===== config.mk =====
export PLATFORM = sky130hd
export DESIGN_NAME = ptu_timer
export DESIGN_NICKNAME = d
export VERILOG_FILES = /design/src/rtl/ptu_pkg.sv /design/src/rtl/ptu_timer.sv
export SDC_FILE = /design/constraint.sdc
export NUM_CORES = 1
export LEC_CHECK = 0
export ABC_AREA = 1
export BUFFER_PORTS_ARGS = -buffer_cell sky130_fd_sc_hd__buf_2
export CAP_MARGIN = 40
export CELL_PAD_IN_SITES_DETAIL_PLACEMENT = 1
export CELL_PAD_IN_SITES_GLOBAL_PLACEMENT = 1
export CORE_MARGIN = 2
export CORE_UTILIZATION = 45
export CTS_BUF_LIST = sky130_fd_sc_hd__clkbuf_8
export CTS_CLUSTER_SIZE = 28
export DETAILED_ROUTE_END_ITERATION = 6
export GPL_TIMING_DRIVEN = 0
export PLACE_DENSITY_LB_ADDON = 0.1
export SETUP_SLACK_MARGIN = 0.05
export SLEW_MARGIN = 20
export SYNTH_ARGS = -nofsm -noshare
export SYNTH_HDL_FRONTEND = slang
export SYNTH_SLANG_ARGS = --single-unit

===== constraint.sdc =====
create_clock -name clock_i -period 10.6 [get_ports clock_i]
set_input_delay 2.12 -clock clock_i [delete_from_list [all_inputs] [get_ports clock_i]]
set_output_delay 2.12 -clock clock_i [all_outputs]
set_load 0.02 [all_outputs]

===== src/rtl/ptu_pkg.sv =====
// ptu_pkg: register map, field positions and reset values of the timer
package ptu_pkg;
   // register indices; byte address on the bus is four times the index
   localparam logic [5:0] PTU_IDX_IRQ_MASK   = 6'h02;
   localparam logic [5:0] PTU_IDX_IRQ_STATUS = 6'h04;
   localparam logic [5:0] PTU_IDX_STATUS     = 6'h07;
   localparam logic [5:0] PTU_IDX_CONTROL    = 6'h0C;
   localparam logic [5:0] PTU_IDX_PROTO_CFG  = 6'h11;
   localparam logic [5:0] PTU_IDX_TIMER_MODE = 6'h2A;
   localparam logic [5:0] PTU_IDX_PRESC_LOW  = 6'h2B;
   localparam logic [5:0] PTU_IDX_RELOAD_HI  = 6'h2C;
   localparam logic [5:0] PTU_IDX_RELOAD_LO  = 6'h2D;
   localparam logic [5:0] PTU_IDX_COUNT_HI   = 6'h2E;
   localparam logic [5:0] PTU_IDX_COUNT_LO   = 6'h2F;

   // reset values
   localparam logic [7:0] PTU_RST_TIMER_MODE = 8'h00;
   localparam logic [7:0] PTU_RST_PRESC_LOW  = 8'h00;
   localparam logic [7:0] PTU_RST_RELOAD     = 8'h00;
   localparam logic [7:0] PTU_RST_PROTO_CFG  = 8'h00;
   localparam logic [7:0] PTU_RST_IRQ        = 8'h00;

   // timer_mode fields
   localparam int PTU_TM_AUTO_START   = 7;
   localparam int PTU_TM_GATE_HI      = 6;
   localparam int PTU_TM_GATE_LO      = 5;
   localparam int PTU_TM_AUTO_RESTART = 4;
   localparam int PTU_TM_PRESC_HI     = 3;

   // control_register fields (write-only strobes, read as zero)
   localparam int PTU_CTL_STOP_NOW  = 7;
   localparam int PTU_CTL_START_NOW = 6;

   // protocol configuration fields
   localparam int PTU_PC_RF_INV_HI    = 1;
   localparam int PTU_PC_RF_INV_LO    = 0;
   localparam int PTU_PC_MULTI_RX     = 2;
   localparam int PTU_PC_FIVE_BIT     = 3;
   localparam int PTU_PC_EVEN_PRESC   = 4;

   // status and interrupt bits
   localparam int PTU_ST_RUNNING      = 0;
   localparam int PTU_IRQ_TIMER       = 0;
   localparam int PTU_IRQ_RX_STOP     = 1;

   // received bits before the timer stops
   localparam logic [2:0] PTU_RX_STOP_FIVE = 3'h5;
   localparam logic [2:0] PTU_RX_STOP_FOUR = 3'h4;

   // gate select codes
   localparam logic [1:0] PTU_GATE_NONE = 2'h0;
   localparam logic [1:0] PTU_GATE_MULTIFUNCTION_INPUT_PIN = 2'h1;
   localparam logic [1:0] PTU_GATE_FIRST_AUXILIARY_PIN = 2'h2;

   typedef enum logic [0:0] {
      PTU_IDLE = 1'b0,
      PTU_RUN  = 1'b1
   } ptu_state_t;
endpackage


===== src/rtl/ptu_timer.sv =====
// ptu_timer: prescaled 16-bit down timer with protocol start/stop and Avalon-MM
`timescale 1ns/1ps
`default_nettype none
// How it works
// auto-start set: transmission end starts the timer in every mode and speed.
// auto-start set: RF field switch-on starts it when both inversion bits are one.
// five-bit modes, single receive: timer stops after fifth received bit.
// other modes, single receive: timer stops after fourth received bit.
// multiple receive set: reception never stops it; software uses stop-now.
// auto-start clear: protocol events neither start nor stop the timer.
// gate field: 00 ungated, 01 multifunction pin, 10 first auxiliary pin.
// running status shows enable state, not the gate signal.
// auto-restart set: reload and keep counting instead of halting.
// auto-restart clear: count to zero then raise the timer flag.
// 12-bit prescaler: mode low nibble above the prescaler byte.
// even bit clear: tick every 2*prescaler+1 reference cycles.
// even bit set: tick every 2*prescaler+2 reference cycles.
// reload held as high byte then low byte at next address.
// each start loads the counter with the reload value.
// reload writes leave a running count alone until next start or auto-restart reload.
// timer mode register at 2Ah, cleared to 00h on reset.
// counter readable as high and low read-only bytes.
// running and gate open: one decrement per prescaled tick.
module ptu_timer
   import ptu_pkg::*;
(
   input  wire logic        clock_i,
   input  wire logic        rst_i,
   // avalon-mm slave, word addressed
   input  wire logic [5:0]  avs_address_i,
   input  wire logic        avs_read_i,
   input  wire logic        avs_write_i,
   input  wire logic [31:0] avs_writedata_i,
   input  wire logic [3:0]  avs_byteenable_i,
   output logic      [31:0] avs_readdata_o,
   output logic             avs_waitrequest_o,
   // protocol events, one-cycle pulses from same-clock logic
   input  wire logic        tx_end_i,
   input  wire logic        rf_on_i,
   input  wire logic        rx_bit_i,
   // asynchronous pins
   input  wire logic        ref_clk_i,
   input  wire logic        multifunction_input_pin_i,
   input  wire logic        first_auxiliary_pin_i,
   // status
   output logic             timer_running_status_o,
   output logic             irq_o
);

   // ---------------- pin synchronisers ----------------
   logic [2:0] ref_sync_ff;
   logic [2:0] multifunction_input_pin_sync_ff;
   logic [2:0] first_auxiliary_pin_sync_ff;
   logic       ref_lvl_ff;
   logic       multifunction_input_pin_lvl_ff;
   logic       first_auxiliary_pin_lvl_ff;

   // three stages; stage one feeds only stage two
   always_ff @(posedge clock_i or posedge rst_i) begin
      if (rst_i) begin
         ref_sync_ff  <= 3'h0;
         multifunction_input_pin_sync_ff <= 3'h0;
         first_auxiliary_pin_sync_ff <= 3'h0;
      end else begin
         ref_sync_ff  <= {ref_sync_ff[1:0], ref_clk_i};
         multifunction_input_pin_sync_ff <= {multifunction_input_pin_sync_ff[1:0], multifunction_input_pin_i};
         first_auxiliary_pin_sync_ff <= {first_auxiliary_pin_sync_ff[1:0], first_auxiliary_pin_i};
      end
   end

   // a level change is accepted once stages two and three agree
   wire nxt_ref_lvl  = (ref_sync_ff[1] == ref_sync_ff[2]) ?
                       ref_sync_ff[2] : ref_lvl_ff;
   wire nxt_multifunction_input_pin_lvl = (multifunction_input_pin_sync_ff[1] == multifunction_input_pin_sync_ff[2]) ?
                       multifunction_input_pin_sync_ff[2] : multifunction_input_pin_lvl_ff;
   wire nxt_first_auxiliary_pin_lvl = (first_auxiliary_pin_sync_ff[1] == first_auxiliary_pin_sync_ff[2]) ?
                       first_auxiliary_pin_sync_ff[2] : first_auxiliary_pin_lvl_ff;

   always_ff @(posedge clock_i or posedge rst_i) begin
      if (rst_i) begin
         ref_lvl_ff  <= 1'b0;
         multifunction_input_pin_lvl_ff <= 1'b0;
         first_auxiliary_pin_lvl_ff <= 1'b0;
      end else begin
         ref_lvl_ff  <= nxt_ref_lvl;
         multifunction_input_pin_lvl_ff <= nxt_multifunction_input_pin_lvl;
         first_auxiliary_pin_lvl_ff <= nxt_first_auxiliary_pin_lvl;
      end
   end

   // one pulse per rising edge of the 13.56 MHz reference
   wire ref_tick = nxt_ref_lvl & ~ref_lvl_ff;

   // ---------------- registers ----------------
   logic [7:0]  timer_mode_ff;
   logic [7:0]  prescaler_low_ff;
   logic [7:0]  reload_high_ff;
   logic [7:0]  reload_low_ff;
   logic [7:0]  proto_cfg_ff;
   logic [7:0]  irq_mask_ff;
   logic [7:0]  irq_status_ff;
   logic        wait_ff;
   logic [31:0] rdata_ff;
   logic        irq_ff;

   // bus handshake: one wait cycle, then the access completes
   wire req      = avs_read_i | avs_write_i;
   wire nxt_wait = ~(req & wait_ff);
   wire wr_go    = avs_write_i & ~wait_ff & avs_byteenable_i[0];
   wire rd_load  = avs_read_i & wait_ff;
   wire [7:0] wbyte = avs_writedata_i[7:0];

   wire wr_mode   = wr_go & (avs_address_i == PTU_IDX_TIMER_MODE);
   wire wr_presc  = wr_go & (avs_address_i == PTU_IDX_PRESC_LOW);
   wire wr_rel_hi = wr_go & (avs_address_i == PTU_IDX_RELOAD_HI);
   wire wr_rel_lo = wr_go & (avs_address_i == PTU_IDX_RELOAD_LO);
   wire wr_cfg    = wr_go & (avs_address_i == PTU_IDX_PROTO_CFG);
   wire wr_mask   = wr_go & (avs_address_i == PTU_IDX_IRQ_MASK);
   wire wr_istat  = wr_go & (avs_address_i == PTU_IDX_IRQ_STATUS);
   wire wr_ctl    = wr_go & (avs_address_i == PTU_IDX_CONTROL);

   wire sw_stop  = wr_ctl & wbyte[PTU_CTL_STOP_NOW];
   wire sw_start = wr_ctl & wbyte[PTU_CTL_START_NOW];

   // configuration decode
   wire        auto_start_bit   = timer_mode_ff[PTU_TM_AUTO_START];
   wire [1:0]  gate_select_field =
               timer_mode_ff[PTU_TM_GATE_HI:PTU_TM_GATE_LO];
   wire        auto_restart_bit = timer_mode_ff[PTU_TM_AUTO_RESTART];
   wire [11:0] presc_value      =
               {timer_mode_ff[PTU_TM_PRESC_HI:0], prescaler_low_ff};
   wire [15:0] reload_value     = {reload_high_ff, reload_low_ff};
   wire        multiple_receive_bit = proto_cfg_ff[PTU_PC_MULTI_RX];
   wire        even_prescale_bit    = proto_cfg_ff[PTU_PC_EVEN_PRESC];
   wire        five_bit_mode        = proto_cfg_ff[PTU_PC_FIVE_BIT];
   wire        rf_on_inv_all        =
               &proto_cfg_ff[PTU_PC_RF_INV_HI:PTU_PC_RF_INV_LO];

   // configuration registers; reset clears them all
   always_ff @(posedge clock_i or posedge rst_i) begin
      if (rst_i) begin
         timer_mode_ff    <= PTU_RST_TIMER_MODE;
         prescaler_low_ff <= PTU_RST_PRESC_LOW;
         reload_high_ff   <= PTU_RST_RELOAD;
         reload_low_ff    <= PTU_RST_RELOAD;
         proto_cfg_ff     <= PTU_RST_PROTO_CFG;
         irq_mask_ff      <= PTU_RST_IRQ;
      end else begin
         if (wr_mode)   timer_mode_ff    <= wbyte;
         if (wr_presc)  prescaler_low_ff <= wbyte;
         if (wr_rel_hi) reload_high_ff   <= wbyte;
         if (wr_rel_lo) reload_low_ff    <= wbyte;
         if (wr_cfg)    proto_cfg_ff     <= wbyte;
         if (wr_mask)   irq_mask_ff      <= wbyte;
      end
   end

   // ---------------- prescaler ----------------
   logic [12:0] div_cnt_ff;
   // divisor minus one: 2p for odd division, 2p+1 for even division
   wire  [12:0] div_last = {presc_value, even_prescale_bit};
   wire         div_wrap = ref_tick & (div_cnt_ff >= div_last);
   wire  [12:0] nxt_div_cnt;

   // ---------------- timer core ----------------
   ptu_state_t  state_ff;
   ptu_state_t  nxt_state;
   logic [15:0] count_ff;
   logic [15:0] nxt_count;
   logic [2:0]  rx_cnt_ff;
   logic [2:0]  nxt_rx_cnt;

   // protocol start and stop, gated by the auto-start bit
   wire proto_start = auto_start_bit &
                      (tx_end_i | (rf_on_i & rf_on_inv_all));
   wire start_evt   = sw_start | proto_start;
   wire [2:0] rx_limit = five_bit_mode ?
                         PTU_RX_STOP_FIVE : PTU_RX_STOP_FOUR;
   wire rx_watch    = auto_start_bit & ~multiple_receive_bit;
   wire rx_stop     = rx_watch & rx_bit_i & (state_ff == PTU_RUN) &
                      (rx_cnt_ff + 3'h1 == rx_limit);

   // gate decode; code 11 keeps the gate shut
   wire gate_open = (gate_select_field == PTU_GATE_NONE) |
                    ((gate_select_field == PTU_GATE_MULTIFUNCTION_INPUT_PIN) & multifunction_input_pin_lvl_ff) |
                    ((gate_select_field == PTU_GATE_FIRST_AUXILIARY_PIN) & first_auxiliary_pin_lvl_ff);
   wire cnt_tick  = (state_ff == PTU_RUN) & gate_open & div_wrap;
   wire hit_zero  = cnt_tick & (count_ff == 16'h0000);

   // the prescaler restarts from zero on every start so the first tick
   // is a full period after the load
   assign nxt_div_cnt = (start_evt | div_wrap) ? 13'h0000 :
                        (ref_tick ? div_cnt_ff + 13'h0001 : div_cnt_ff);

   // next state of the counter; a start outranks a stop in one cycle
   always_comb begin
      nxt_state  = state_ff;
      nxt_count  = count_ff;
      nxt_rx_cnt = rx_cnt_ff;
      case (state_ff)
         PTU_IDLE: begin
            if (start_evt) begin
               nxt_state  = PTU_RUN;
               nxt_count  = reload_value;
               nxt_rx_cnt = 3'h0;
            end
         end
         PTU_RUN: begin
            if (start_evt) begin
               nxt_count  = reload_value;
               nxt_rx_cnt = 3'h0;
            end else if (sw_stop | rx_stop) begin
               nxt_state = PTU_IDLE;
            end else begin
               if (rx_watch & rx_bit_i)
                  nxt_rx_cnt = rx_cnt_ff + 3'h1;
               if (hit_zero) begin
                  if (auto_restart_bit) begin
                     nxt_count = reload_value;
                  end else begin
                     nxt_state = PTU_IDLE;
                  end
               end else if (cnt_tick) begin
                  nxt_count = count_ff - 16'h0001;
               end
            end
         end
         default: begin
            nxt_state = PTU_IDLE;
         end
      endcase
   end

   always_ff @(posedge clock_i or posedge rst_i) begin
      if (rst_i) begin
         state_ff   <= PTU_IDLE;
         count_ff   <= 16'h0000;
         rx_cnt_ff  <= 3'h0;
         div_cnt_ff <= 13'h0000;
      end else begin
         state_ff   <= nxt_state;
         count_ff   <= nxt_count;
         rx_cnt_ff  <= nxt_rx_cnt;
         div_cnt_ff <= nxt_div_cnt;
      end
   end

   // ---------------- interrupts ----------------
   // timer flag also rises on restart so software sees every period
   wire [7:0] irq_set = {6'h00,
                         rx_stop & ~start_evt & ~sw_stop,
                         hit_zero & ~start_evt & ~sw_stop};
   wire [7:0] irq_clr = wr_istat ? wbyte : 8'h00;
   // set wins over a write-one clear in the same cycle
   wire [7:0] nxt_irq_status = (irq_status_ff & ~irq_clr) | irq_set;
   wire       nxt_irq = |(nxt_irq_status & irq_mask_ff);

   always_ff @(posedge clock_i or posedge rst_i) begin
      if (rst_i) begin
         irq_status_ff <= PTU_RST_IRQ;
         irq_ff        <= 1'b0;
      end else begin
         irq_status_ff <= nxt_irq_status;
         irq_ff        <= nxt_irq;
      end
   end

   // ---------------- read path ----------------
   // running shows the enable state only; the gate is not folded in
   wire       running_now = (nxt_state == PTU_RUN);
   wire [7:0] status_byte = {7'h00, state_ff == PTU_RUN};
   logic [7:0] rd_byte;

   // unmapped and write-only addresses read as zero
   always_comb begin
      case (avs_address_i)
         PTU_IDX_TIMER_MODE: rd_byte = timer_mode_ff;
         PTU_IDX_PRESC_LOW:  rd_byte = prescaler_low_ff;
         PTU_IDX_RELOAD_HI:  rd_byte = reload_high_ff;
         PTU_IDX_RELOAD_LO:  rd_byte = reload_low_ff;
         PTU_IDX_COUNT_HI:   rd_byte = count_ff[15:8];
         PTU_IDX_COUNT_LO:   rd_byte = count_ff[7:0];
         PTU_IDX_PROTO_CFG:  rd_byte = proto_cfg_ff;
         PTU_IDX_IRQ_MASK:   rd_byte = irq_mask_ff;
         PTU_IDX_IRQ_STATUS: rd_byte = irq_status_ff;
         PTU_IDX_STATUS:     rd_byte = status_byte;
         default:            rd_byte = 8'h00;
      endcase
   end

   logic running_ff;

   // read data is captured during the wait cycle and held while it shows
   always_ff @(posedge clock_i or posedge rst_i) begin
      if (rst_i) begin
         wait_ff    <= 1'b1;
         rdata_ff   <= 32'h0000_0000;
         running_ff <= 1'b0;
      end else begin
         wait_ff    <= nxt_wait;
         running_ff <= running_now;
         if (rd_load)
            rdata_ff <= {24'h00_0000, rd_byte};
      end
   end

   assign avs_readdata_o         = rdata_ff;
   assign avs_waitrequest_o      = wait_ff;
   assign timer_running_status_o = running_ff;
   assign irq_o                  = irq_ff;

endmodule // ptu_timer
`default_nettype wire


=== Word level (Yosys, flattened, before mapping) ===
Index checks and enable logic that the tools add are counted.

* Add/sub/neg operators: 3
* Magnitude comparators: 1
* Eq/ne operators: 22
* Multiplexer cells: 24
* Bitwise logic cells: 49
* Reduce and logical (&&, ||, !) cells: 7

{| class="wikitable"
|+ Operators with widths
! cell !! count
|-
| $mux W16 || 6
|-
| $pmux W8 S10 || 1
|-
| $eq A6 B6 Y1 const B || 6
|-
| $pmux W16 S2 || 1
|-
| $and A1 B1 Y1 || 31
|-
| $mux W13 || 2
|-
| $and A8 B8 Y8 || 2
|-
| $logic_not A16 Y1 || 1
|-
| $sub A16 B1 Y16 const B || 1
|-
| $add A13 B1 Y13 const B || 1
|-
| $ge A13 B13 Y1 || 1
|-
| $eq A6 B3 Y1 const B || 2
|-
| $mux W3 || 4
|-
| $mux W8 || 1
|-
| $ne A4 B4 Y1 const B || 2
|-
| $not A8 Y8 || 1
|-
| $or A8 B2 Y8 || 1
|-
| $reduce_or A8 Y1 || 1
|-
| $mux W1 || 7
|-
| $not A1 Y1 || 7
|-
| $or A1 B1 Y1 || 7
|-
| $eq A6 B2 Y1 const B || 1
|-
| $eq A6 B4 Y1 const B || 1
|-
| $eq A6 B5 Y1 const B || 1
|-
| other kinds (15) || 17
|}

* Register bits: 111
* Input port bits: 52
* Output and inout port bits: 35

=== Longest topological paths before layout ===
Gate-level depths: netlist (run 1).

* Word-level depth: 12
* Mapped depth: 16

=== Least setup slack after synthesis (run 1) ===
OpenSTA, ideal clock, no wires.

* Kind: input port to flip-flop
* Start point: in avs_address_i[5]
* End point: reg prescaler_low_ff[0]
* Library setup time: 0.130 ns
* Arrival time: 3.294 ns
* Slack: 7.176 ns
* Stages: 10
* Buffers on the path: 2
* Cells stage by stage: inv_1 -> nor2_2 -> nand2_1 -> or3_1 -> buf_2 -> inv_2 -> nand2_1 -> clkbuf_1 -> nand2_1 -> o21ai_1

* Cells in the longest elaborated chain, start to end: 2

{| class="wikitable"
|+ RTL lines
! what !! line !! RTL
|-
| from (decl) || ptu_timer.sv:30 || <nowiki>input wire logic [5:0] avs_address_i,</nowiki>
|-
| $eq A6 B6 Y1 || ptu_timer.sv:114 || <nowiki>wire wr_presc = wr_go & (avs_address_i == PTU_IDX_PRESC_LOW);</nowiki>
|-
| $and A1 B1 Y1 || ptu_timer.sv:114 ||
|-
| to (signal assigned) || ptu_timer.sv:150 || <nowiki>if (wr_presc) prescaler_low_ff <= wbyte;</nowiki>
|-
| to (decl) || ptu_timer.sv:96 || <nowiki>logic [7:0] prescaler_low_ff;</nowiki>
|}

Every way passes these cells.
A chain may end at the register's enable or synchronous reset.

=== Worst setup path in the final report (run 1) ===
* Start point: in avs_write_i
* End point: reg count_ff[1]

* Cells in the longest elaborated chain, start to end: 7

{| class="wikitable"
|+ RTL lines
! what !! line !! RTL
|-
| from (decl) || ptu_timer.sv:32 || <nowiki>input wire logic avs_write_i,</nowiki>
|-
| $and A1 B1 Y1 * (2 in a row) || ptu_timer.sv:109 || <nowiki>wire wr_go = avs_write_i & ~wait_ff & avs_byteenable_i[0];</nowiki>
|-
| $and A1 B1 Y1 * || ptu_timer.sv:120 || <nowiki>wire wr_ctl = wr_go & (avs_address_i == PTU_IDX_CONTROL);</nowiki>
|-
| $and A1 B1 Y1, on equally long branches || ptu_timer.sv:123, ptu_timer.sv:122 ||
|-
| $or A1 B1 Y1, on equally long branches || ptu_timer.sv:176, ptu_timer.sv:212 ||
|-
| $ne A4 B4 Y1 (no source line), or another cell as far along || n/a ||
|-
| $reduce_and A4 Y1 (no source line) or $pmux W16 S2 (tied branches) || n/a ||
|-
| to (signal assigned) || ptu_timer.sv:242 || <nowiki>count_ff <= nxt_count;</nowiki>
|-
| to (decl) || ptu_timer.sv:168 || <nowiki>logic [15:0] count_ff;</nowiki>
|}

Every way passes the cells marked *; elsewhere a longest branch is shown, timed or not.

==> reports/qor.yml, run 1 <==
status: "finished clean"
finClkSkew_ps: 19.8
post_cts_buffers: 0
gr-total-overflow: 0
combPwrFrac: 0.397
syn2layout_area_growth_pct: 11.9
synthCells: 792
intPower_mw: 0.758
worstMarginPinSlew_ps: 731
final-setup-viol-count: 0
ctsRootBufferMaster: "clkbuf_8"
grt_max_degree: 75
ys_seq_area_frac: 0.449
clkLatencyLatePin_ps: 420
setup_ws_ps: 6650
path_cells: "buf_2 -> nand2_1 -> nor2_2 -> nand4_1 -> nand2_1 -> inv_2 -> nand2_1 -> buf_2 -> nand3_1 -> nand2_1"
numPortBuffers: 35
slowest_delay_ps: 550
fp.coreArea_sq_um: 13300
wl_per_cell_um: 19.2
power.total_mw: 1.31
hpwl_um: 15500
synthDistinctLibCells: 44
clock-sinks: 111
p_switching_mw: 0.548
clk_pin_slew_worst_paths_ps: 120
vias_per_cell: 5.43
drc: 0
cts_max_path_buffers: 2
wirelength_um: 20000
antennaDiodeCount: 0
synth_edf_count: 0
crit_type: "in -> reg"
rsz0062_at_grt: "no"
slew_violations: 0
hold_viol_final: 0
die_w_um: 121
hp-class: "reg -> reg"
top_layer_used: "met4"
syn_avg_cell_area_sq_um: 7.81
firstDrtPassIters: 5
cellLeakagePower_nw: 3.64
wl_met2_um: 9080
pre_cts_slack_ps: 6330
async_flop_share: 1.00
synthFlopType: "dfrtp_1"
dr_total_vias: 5660
die-area_sq_um: 14700
clockPowerShare: 0.222
place_area_sq_um: 6700
final_layout_size_suffix_gt1_frac: 0.146
swShare: 0.420
max_freq_ghz: 0.253
wl_met1_um: 9260
syn_area_sq_um: 6180
path_common_cell: "nand2_1"
die_height_um: 121
seq_power_share: 0.381
cp.required_ps: 10960
fin_crit_sh: 0.373
cts_htree_levels: 3
grt_pass1_wl_um: 31600
fin_crit_ps: 3950
post_cts_resized: 0
io_pins: 87
hold_buffers: 0
gp_congestion: 0.966
arrival_ps: 4310
cts-buffers-inserted: 9
power-per-cell-area_nw_per_um2: 189
ys_ff_latch: 111
core.rowCount: 42
n_fill_cell: 1733
fin_setup_tns_ps: 0
hold_ws_ps: 362
maxCapViolCount: 0
irDropWorstVdd_uv: 113
nets: 930
cts_tree: "built"
crit_fanout: 10
design_area_sq_um: 6920
end_kind: "flop"
yosys_warnings: 0
grt_pass1_vias: 5755
slew_headroom: 0.512
dr_wl_met3_um: 1200
startpoint_type: "primary input"
dr.first_iter.drc_count: 385
track_usage: 0.287
crit_path_top_delay_cell: "nor2_2"
antenna_left: 0
start_util: 0.463
grt_antenna_before_repair: 0
## worst max-delay path: cells and delay by family
family / cells / cell delay, ps
AND/OR/NAND/NOR: 7 / 1590
buffers and inverters: 3 / 580
## layout by cell type, fill, tap and decap left out, drive strengths merged, types with 3 or more instances in the layout
cell,count
nor2,54
o22ai,12
inv,106
nand2,224
clkbuf,17
a221oi,7
dfrtp,110
nand3,62
o21ai,73
ha,16
a21oi,25
conb,24
buf,69
nand4,11
xor2,15
nor3,17
clkinv,3
## power groups by stage
stage                     sequential [mW]  combinational [mW]  clock, mW
after floorplan                     0.495               0.390          0
after global placement              0.502               0.495          0
after detailed placement            0.505               0.513          0
after CTS                           0.497               0.517      0.293
after global routing                0.503               0.576      0.306
final                               0.498               0.518      0.289
## path summary, 6_finish.rpt
kind,cells after the start,startpoint,slack [ps],to
hold reg to reg,0,ref_sync_ff[0]$_DFF_PP0_,360,ref_sync_ff[1]$_DFF_PP0_
min in group asynchronous,2,rst_i,1670,ref_sync_ff[0]$_DFF_PP0_
max in group asynchronous,3,rst_i,8220,count_ff[15]$_DFFE_PP0P_
setup reg to reg,13,div_cnt_ff[4]$_DFFE_PP0P_,8080,count_ff[1]$_DFFE_PP0P_
setup / recovery,10,avs_write_i,6650,count_ff[1]$_DFFE_PP0P_
hold / removal,0,ref_sync_ff[0]$_DFF_PP0_,360,ref_sync_ff[1]$_DFF_PP0_
## sequential cells by signal, summed over array words and instances, names as in the netlist
name and flops:
reload_high_ff 8, ref_lvl_ff 1, reload_low_ff 8, irq_mask_ff 8, first_auxiliary_pin_sync_ff 3, avs_waitrequest_o 1
multifunction_input_pin_lvl_ff 1, multifunction_input_pin_sync_ff 3, rx_cnt_ff 3, irq_o 1, proto_cfg_ff 8, avs_readdata_o 8
timer_running_status_o 1, irq_status_ff 8, timer_mode_ff 8, div_cnt_ff 13, ref_sync_ff 3, prescaler_low_ff 8
count_ff 16, first_auxiliary_pin_lvl_ff 1
## cell families (layout without fill, tap and decap cells)
family          after synthesis  count (layout)  share of synthesized area
compound gates              125             125                      0.114
xor+xnor                     17              17                     0.0241
fa+ha+maj                    18              18                     0.0356
buf+inv                     144             196                      0.107
flops                       111             111                      0.449
other cells                   1              24                   0.000606
simple gates                376             376                      0.270
## layer usage
metal / vias up / track usage
met5: - / 0
met4: 0 / 0.0934
met3: 32 / 0.0526
met2: 174 / 0.444
met1: 2786 / 0.409
li1: 2668 / -
## cells in the mapped netlist (all sizes together), types with 2 or more instances
| cell | count | share of area |
|---|---|---|
| xnor2 | 2 | 0.0028 |
| ha | 16 | 0.032 |
| a22o | 2 | 0.0028 |
| o21ai | 73 | 0.059 |
| a221oi | 7 | 0.0099 |
| nor4 | 2 | 0.0020 |
| buf | 33 | 0.040 |
| nor3 | 17 | 0.017 |
| o21bai | 2 | 0.0042 |
| dfrtp | 110 | 0.45 |
| nand3 | 62 | 0.052 |
| maj3 | 2 | 0.0032 |
| clkbuf | 8 | 0.0049 |
| o22ai | 12 | 0.012 |
| nand4 | 11 | 0.016 |
| and3 | 2 | 0.0020 |
| xor2 | 15 | 0.021 |
| inv | 102 | 0.062 |
| nand2 | 224 | 0.14 |
| o211ai | 2 | 0.0024 |
| nor2 | 54 | 0.037 |
| a21oi | 25 | 0.020 |
## through the flow
step                       util  std cells
final                     0.518       1043
after global placement    0.499       1026
after global routing      0.518       1043
after CTS                 0.518       1043
after detailed placement  0.502       1027
after floorplan               -        815
## final cells by class
type / count / area [sq um] / share of cell area
Tap cell: 176 / 220 / 0.0318
Multi-Input combinational cell: 560 / 2830 / 0.409
Inverter: 103 / 392 / 0.0566
Clock buffer: 9 / 124 / 0.0179
Sequential cell: 111 / 2780 / 0.402
Timing Repair Buffer: 36 / 203 / 0.0293
Buffer: 41 / 275 / 0.0398
Clock inverter: 7 / 95.1 / 0.0137
Note: power is estimated with default switching activity, not from simulation.
==> run 2, diff against run 1 <==
--- a/config.mk
+++ b/config.mk
@@ -5,13 +5,13 @@
 export SDC_FILE = /design/constraint.sdc
 export NUM_CORES = 1
 export LEC_CHECK = 0
-export ABC_AREA = 1
+export ABC_AREA = 0
 export BUFFER_PORTS_ARGS = -buffer_cell sky130_fd_sc_hd__buf_2
 export CAP_MARGIN = 40
 export CELL_PAD_IN_SITES_DETAIL_PLACEMENT = 1
 export CELL_PAD_IN_SITES_GLOBAL_PLACEMENT = 1
 export CORE_MARGIN = 2
-export CORE_UTILIZATION = 45
+export CORE_UTILIZATION = 42
 export CTS_BUF_LIST = sky130_fd_sc_hd__clkbuf_8
 export CTS_CLUSTER_SIZE = 28
 export DETAILED_ROUTE_END_ITERATION = 6
==> constraint.sdc (replaced) <==
create_clock -name clock_i -period 3.6 [get_ports clock_i]
set_input_delay 0.72 -clock clock_i [delete_from_list [all_inputs] [get_ports clock_i]]
set_output_delay 0.72 -clock clock_i [all_outputs]
set_load 0.02 [all_outputs]
==> run 2 against run 1 <==
Net effect: synthesized area decreased by 5.8%; routed wire length fell by 18%; sequential cell count is the same; register-to-register slack worse by 7700 ps; critical endpoint is now count_ff[11]$_DFFE_PP0P_; via count decreased by 20%; die area is 0.93% higher; cell count decreased by 22%; largest power group is now registers; clock skew decreased by 6.7 ps; core utilization down 3.8 points; global-route usage is 5.2 points lower; combinational power up 32%; final area down 4.8%.
==> reports/qor.yml, run 2 <==
status: "finished clean"
final-setup-viol-count: 0  # unchanged
grt_pass1_wl_um: 26300  # -17%
reg2reg_depth: 10  # -3
core.rowCount: 43  # +2.4%
ys_ff_latch: 111  # unchanged
power-per-cell-area_nw_per_um2: 439  # +130%
wl_per_cell_um: 20.1  # +4.7%
antenna_left: 0  # unchanged
syn_avg_cell_area_sq_um: 10.5  # +34%
multi_input_area_sq_um: 2790  # -1.5%
hpwl_um: 12400  # -20%
die_height_um: 122  # +0.47%
die-area_sq_um: 14800  # +0.93%
crit_fanout: 10  # unchanged
arrival_ps: 3460  # -850 ps
syn2layout_area_growth_pct: 13.0
gr-total-overflow: 0  # unchanged
syn_area_sq_um: 5830  # -5.8%
io_pins: 87  # unchanged
largest_reg_flops: 16  # unchanged
clock-sinks: 111  # unchanged
wirelength_um: 16300  # -18%
top_register: "count_ff"
antennaDiodeCount: 0  # unchanged
gp_congestion: 0.828  # -14%
layout_common_cells: "dfrtp_1 (110), nand2_1 (47), buf_2 (37)"
startpoint_type: "flop"
clk_pin_slew_worst_paths_ps: 100  # -20 ps
dr.first_iter.drc_count: 210  # -45%
hold_ws_ps: 359  # -3.12 ps
dr_total_vias: 4500  # -20%
slew_violations: 0  # unchanged
yosys_warnings: 0  # unchanged
crit_start: "count_ff[0]$_DFFE_PP0P_"
fin_crit_ps: 3210
async_flop_share: 1.00  # unchanged
cts_tree: "built"
firstDrtPassIters: 7  # +2
yosysMostFrequentCell: "dfrtp_1"
yosys-top-cells-count: "dfrtp_1 (110), nand2_1 (47), mux2_2 (36)"
hold_viol_final: 0  # unchanged
top_regs: "count_ff (16), div_cnt_ff (13)"
rsz0062_at_grt: "no"
slew_headroom: 0.480  # -0.0324
final-seq-area_sq_um: 2780  # unchanged
r2r_start: "count_ff[0]$_DFFE_PP0P_"
worstMarginPinSlew_ps: 780  # +49.4 ps
ctsRootBufferMaster: "clkbuf_8"
grt_antenna_before_repair: 0  # unchanged
grt_max_degree: 33  # -56%
min-delay-start: "ref_sync_ff[0]$_DFF_PP0_"
n_fill_cell: 1547  # -11%
ys_seq_area_frac: 0.477  # +0.0275
fin_crit_sh: 0.891
synthCells: 555  # -30%
vias_per_cell: 5.53  # +1.9%
end_kind: "flop"
worstHoldEndpoint: "ref_sync_ff[1]$_DFF_PP0_"
start_util: 0.425  # -0.0385
final_layout_size_suffix_gt1_frac: 0.229  # +0.0822
synth_top_area_cell: "dfrtp_1"
cts_htree_levels: 3  # unchanged
crit_type: "reg -> reg"
hp-class: "reg -> reg"
cellLeakagePower_nw: 3.04  # -17%
clkLatencyLatePin_ps: 390  # -30 ps
nets: 699  # -25%
cp.required_ps: 3860  # -7100 ps
final_common_cell: "dfrtp_1"
reg2reg_slack_ps: 390  # -7690 ps
cts_max_path_buffers: 2  # unchanged
drc: 0  # unchanged
numPortBuffers: 33  # -5.7%
post_cts_buffers: 0  # unchanged
maxCapViolCount: 0  # unchanged
synthDistinctLibCells: 64  # +45%
whs_path_depth: 0  # unchanged
cts-buffers-inserted: 9  # unchanged
synth_edf_count: 0  # unchanged
max_freq_ghz: 0.312
power.total_mw: 2.89  # +120%
synth_top_cells_by_area: "dfrtp_1 (47%), mux2_2 (7.0%), ha_1 (3.4%), buf_4 (3.1%), mux4_2 (3.1%)"
synthFlopType: "dfrtp_1"
rr_endpoint: "count_ff[11]$_DFFE_PP0P_"
synth_top_area_share: 0.472  # +0.0272
fp.coreArea_sq_um: 13700  # +2.8%
track_usage: 0.235  # -0.0523
finClkSkew_ps: 13.1  # -6.67 ps
die_w_um: 122  # +0.47%
irDropWorstVdd_uv: 217  # +91%
grt_pass1_vias: 4736  # -18%
## run 2: worst max-delay path: stages (launching register included)
cell	delay, ps
dfrtp_1	420
inv_1	110
ha_1	210
nor3b_2	350
nand3_2	210
or4_4	560
a211oi_4	530
nor2_2	210
buf_6	210
mux2i_1	180
o2bb2ai_1	90
## run 2: layout make-up
cell class,instances,area share
multi-input combinational,398,0.423
clock inverter,3,0.00190
clock buffer,11,0.0230
inverter,26,0.0154
buffer,43,0.0406
tap,180,0.0342
sequential,111,0.422
timing repair buffer,42,0.0399
## run 2: cells by family after synthesis
| group | after synthesis | synth area share |
|---|---|---|
| DFF | 111 | 0.477 |
| muxes | 50 | 0.111 |
| adders and majority gates | 19 | 0.0395 |
| and+or+nand+nor | 170 | 0.150 |
| AOI/OAI and AO/OA | 122 | 0.140 |
| xor gates and xnor gates | 13 | 0.0195 |
| buffers and inverters | 69 | 0.0627 |
| other | 1 | 0.000643 |
## run 2: per-stage QoR
step | TNS [ps] | cell area, sq um | instances | utilization | setup WS, ps
global placement | -144 | 6310 | 791 | 0.460 | -24.5
detailed placement | 0 | 6410 | 799 | 0.467 | 338
finish | 0 | 6590 | 814 | 0.480 | 393
global route | 0 | 6590 | 814 | 0.480 | 160
CTS | 0 | 6570 | 813 | 0.479 | 337
floorplan | 0 | 5920 | 578 | - | 1010
## run 2: routing by layer
metal  part of all wire  track usage
met5                  0            0
met4              0.011       0.0618
met3              0.036       0.0501
met2               0.49        0.385
met1               0.46        0.316
## run 2: timing repair
item                                    CTS  global route
endpoints found under the setup margin    0             1
resized for setup                         0             1
endpoints found under the hold margin     0             0
hold buffers                              0             0
## run 2: worst max path at each step
stage,to,slack (ps),cells past startpoint
6_report,count_ff[11]$_DFFE_PP0P_,390,10
5_1_grt,count_ff[3]$_DFFE_PP0P_,160,10
4_1_cts,count_ff[7]$_DFFE_PP0P_,340,8
3_5_place_dp,count_ff[7]$_DFFE_PP0P_,340,8
3_3_place_gp,proto_cfg_ff[3]$_DFFE_PP0P_,-20,5
2_1_floorplan,count_ff[9]$_DFFE_PP0P_,1010,10
## run 2: where the power goes
group          switching [mW]  leakage (nW)  internal, mW
Sequential              0.144          1.43          1.37
Combinational           0.409          1.51         0.277
Clock                   0.411        0.0937         0.277
Total                   0.964          3.04          1.93
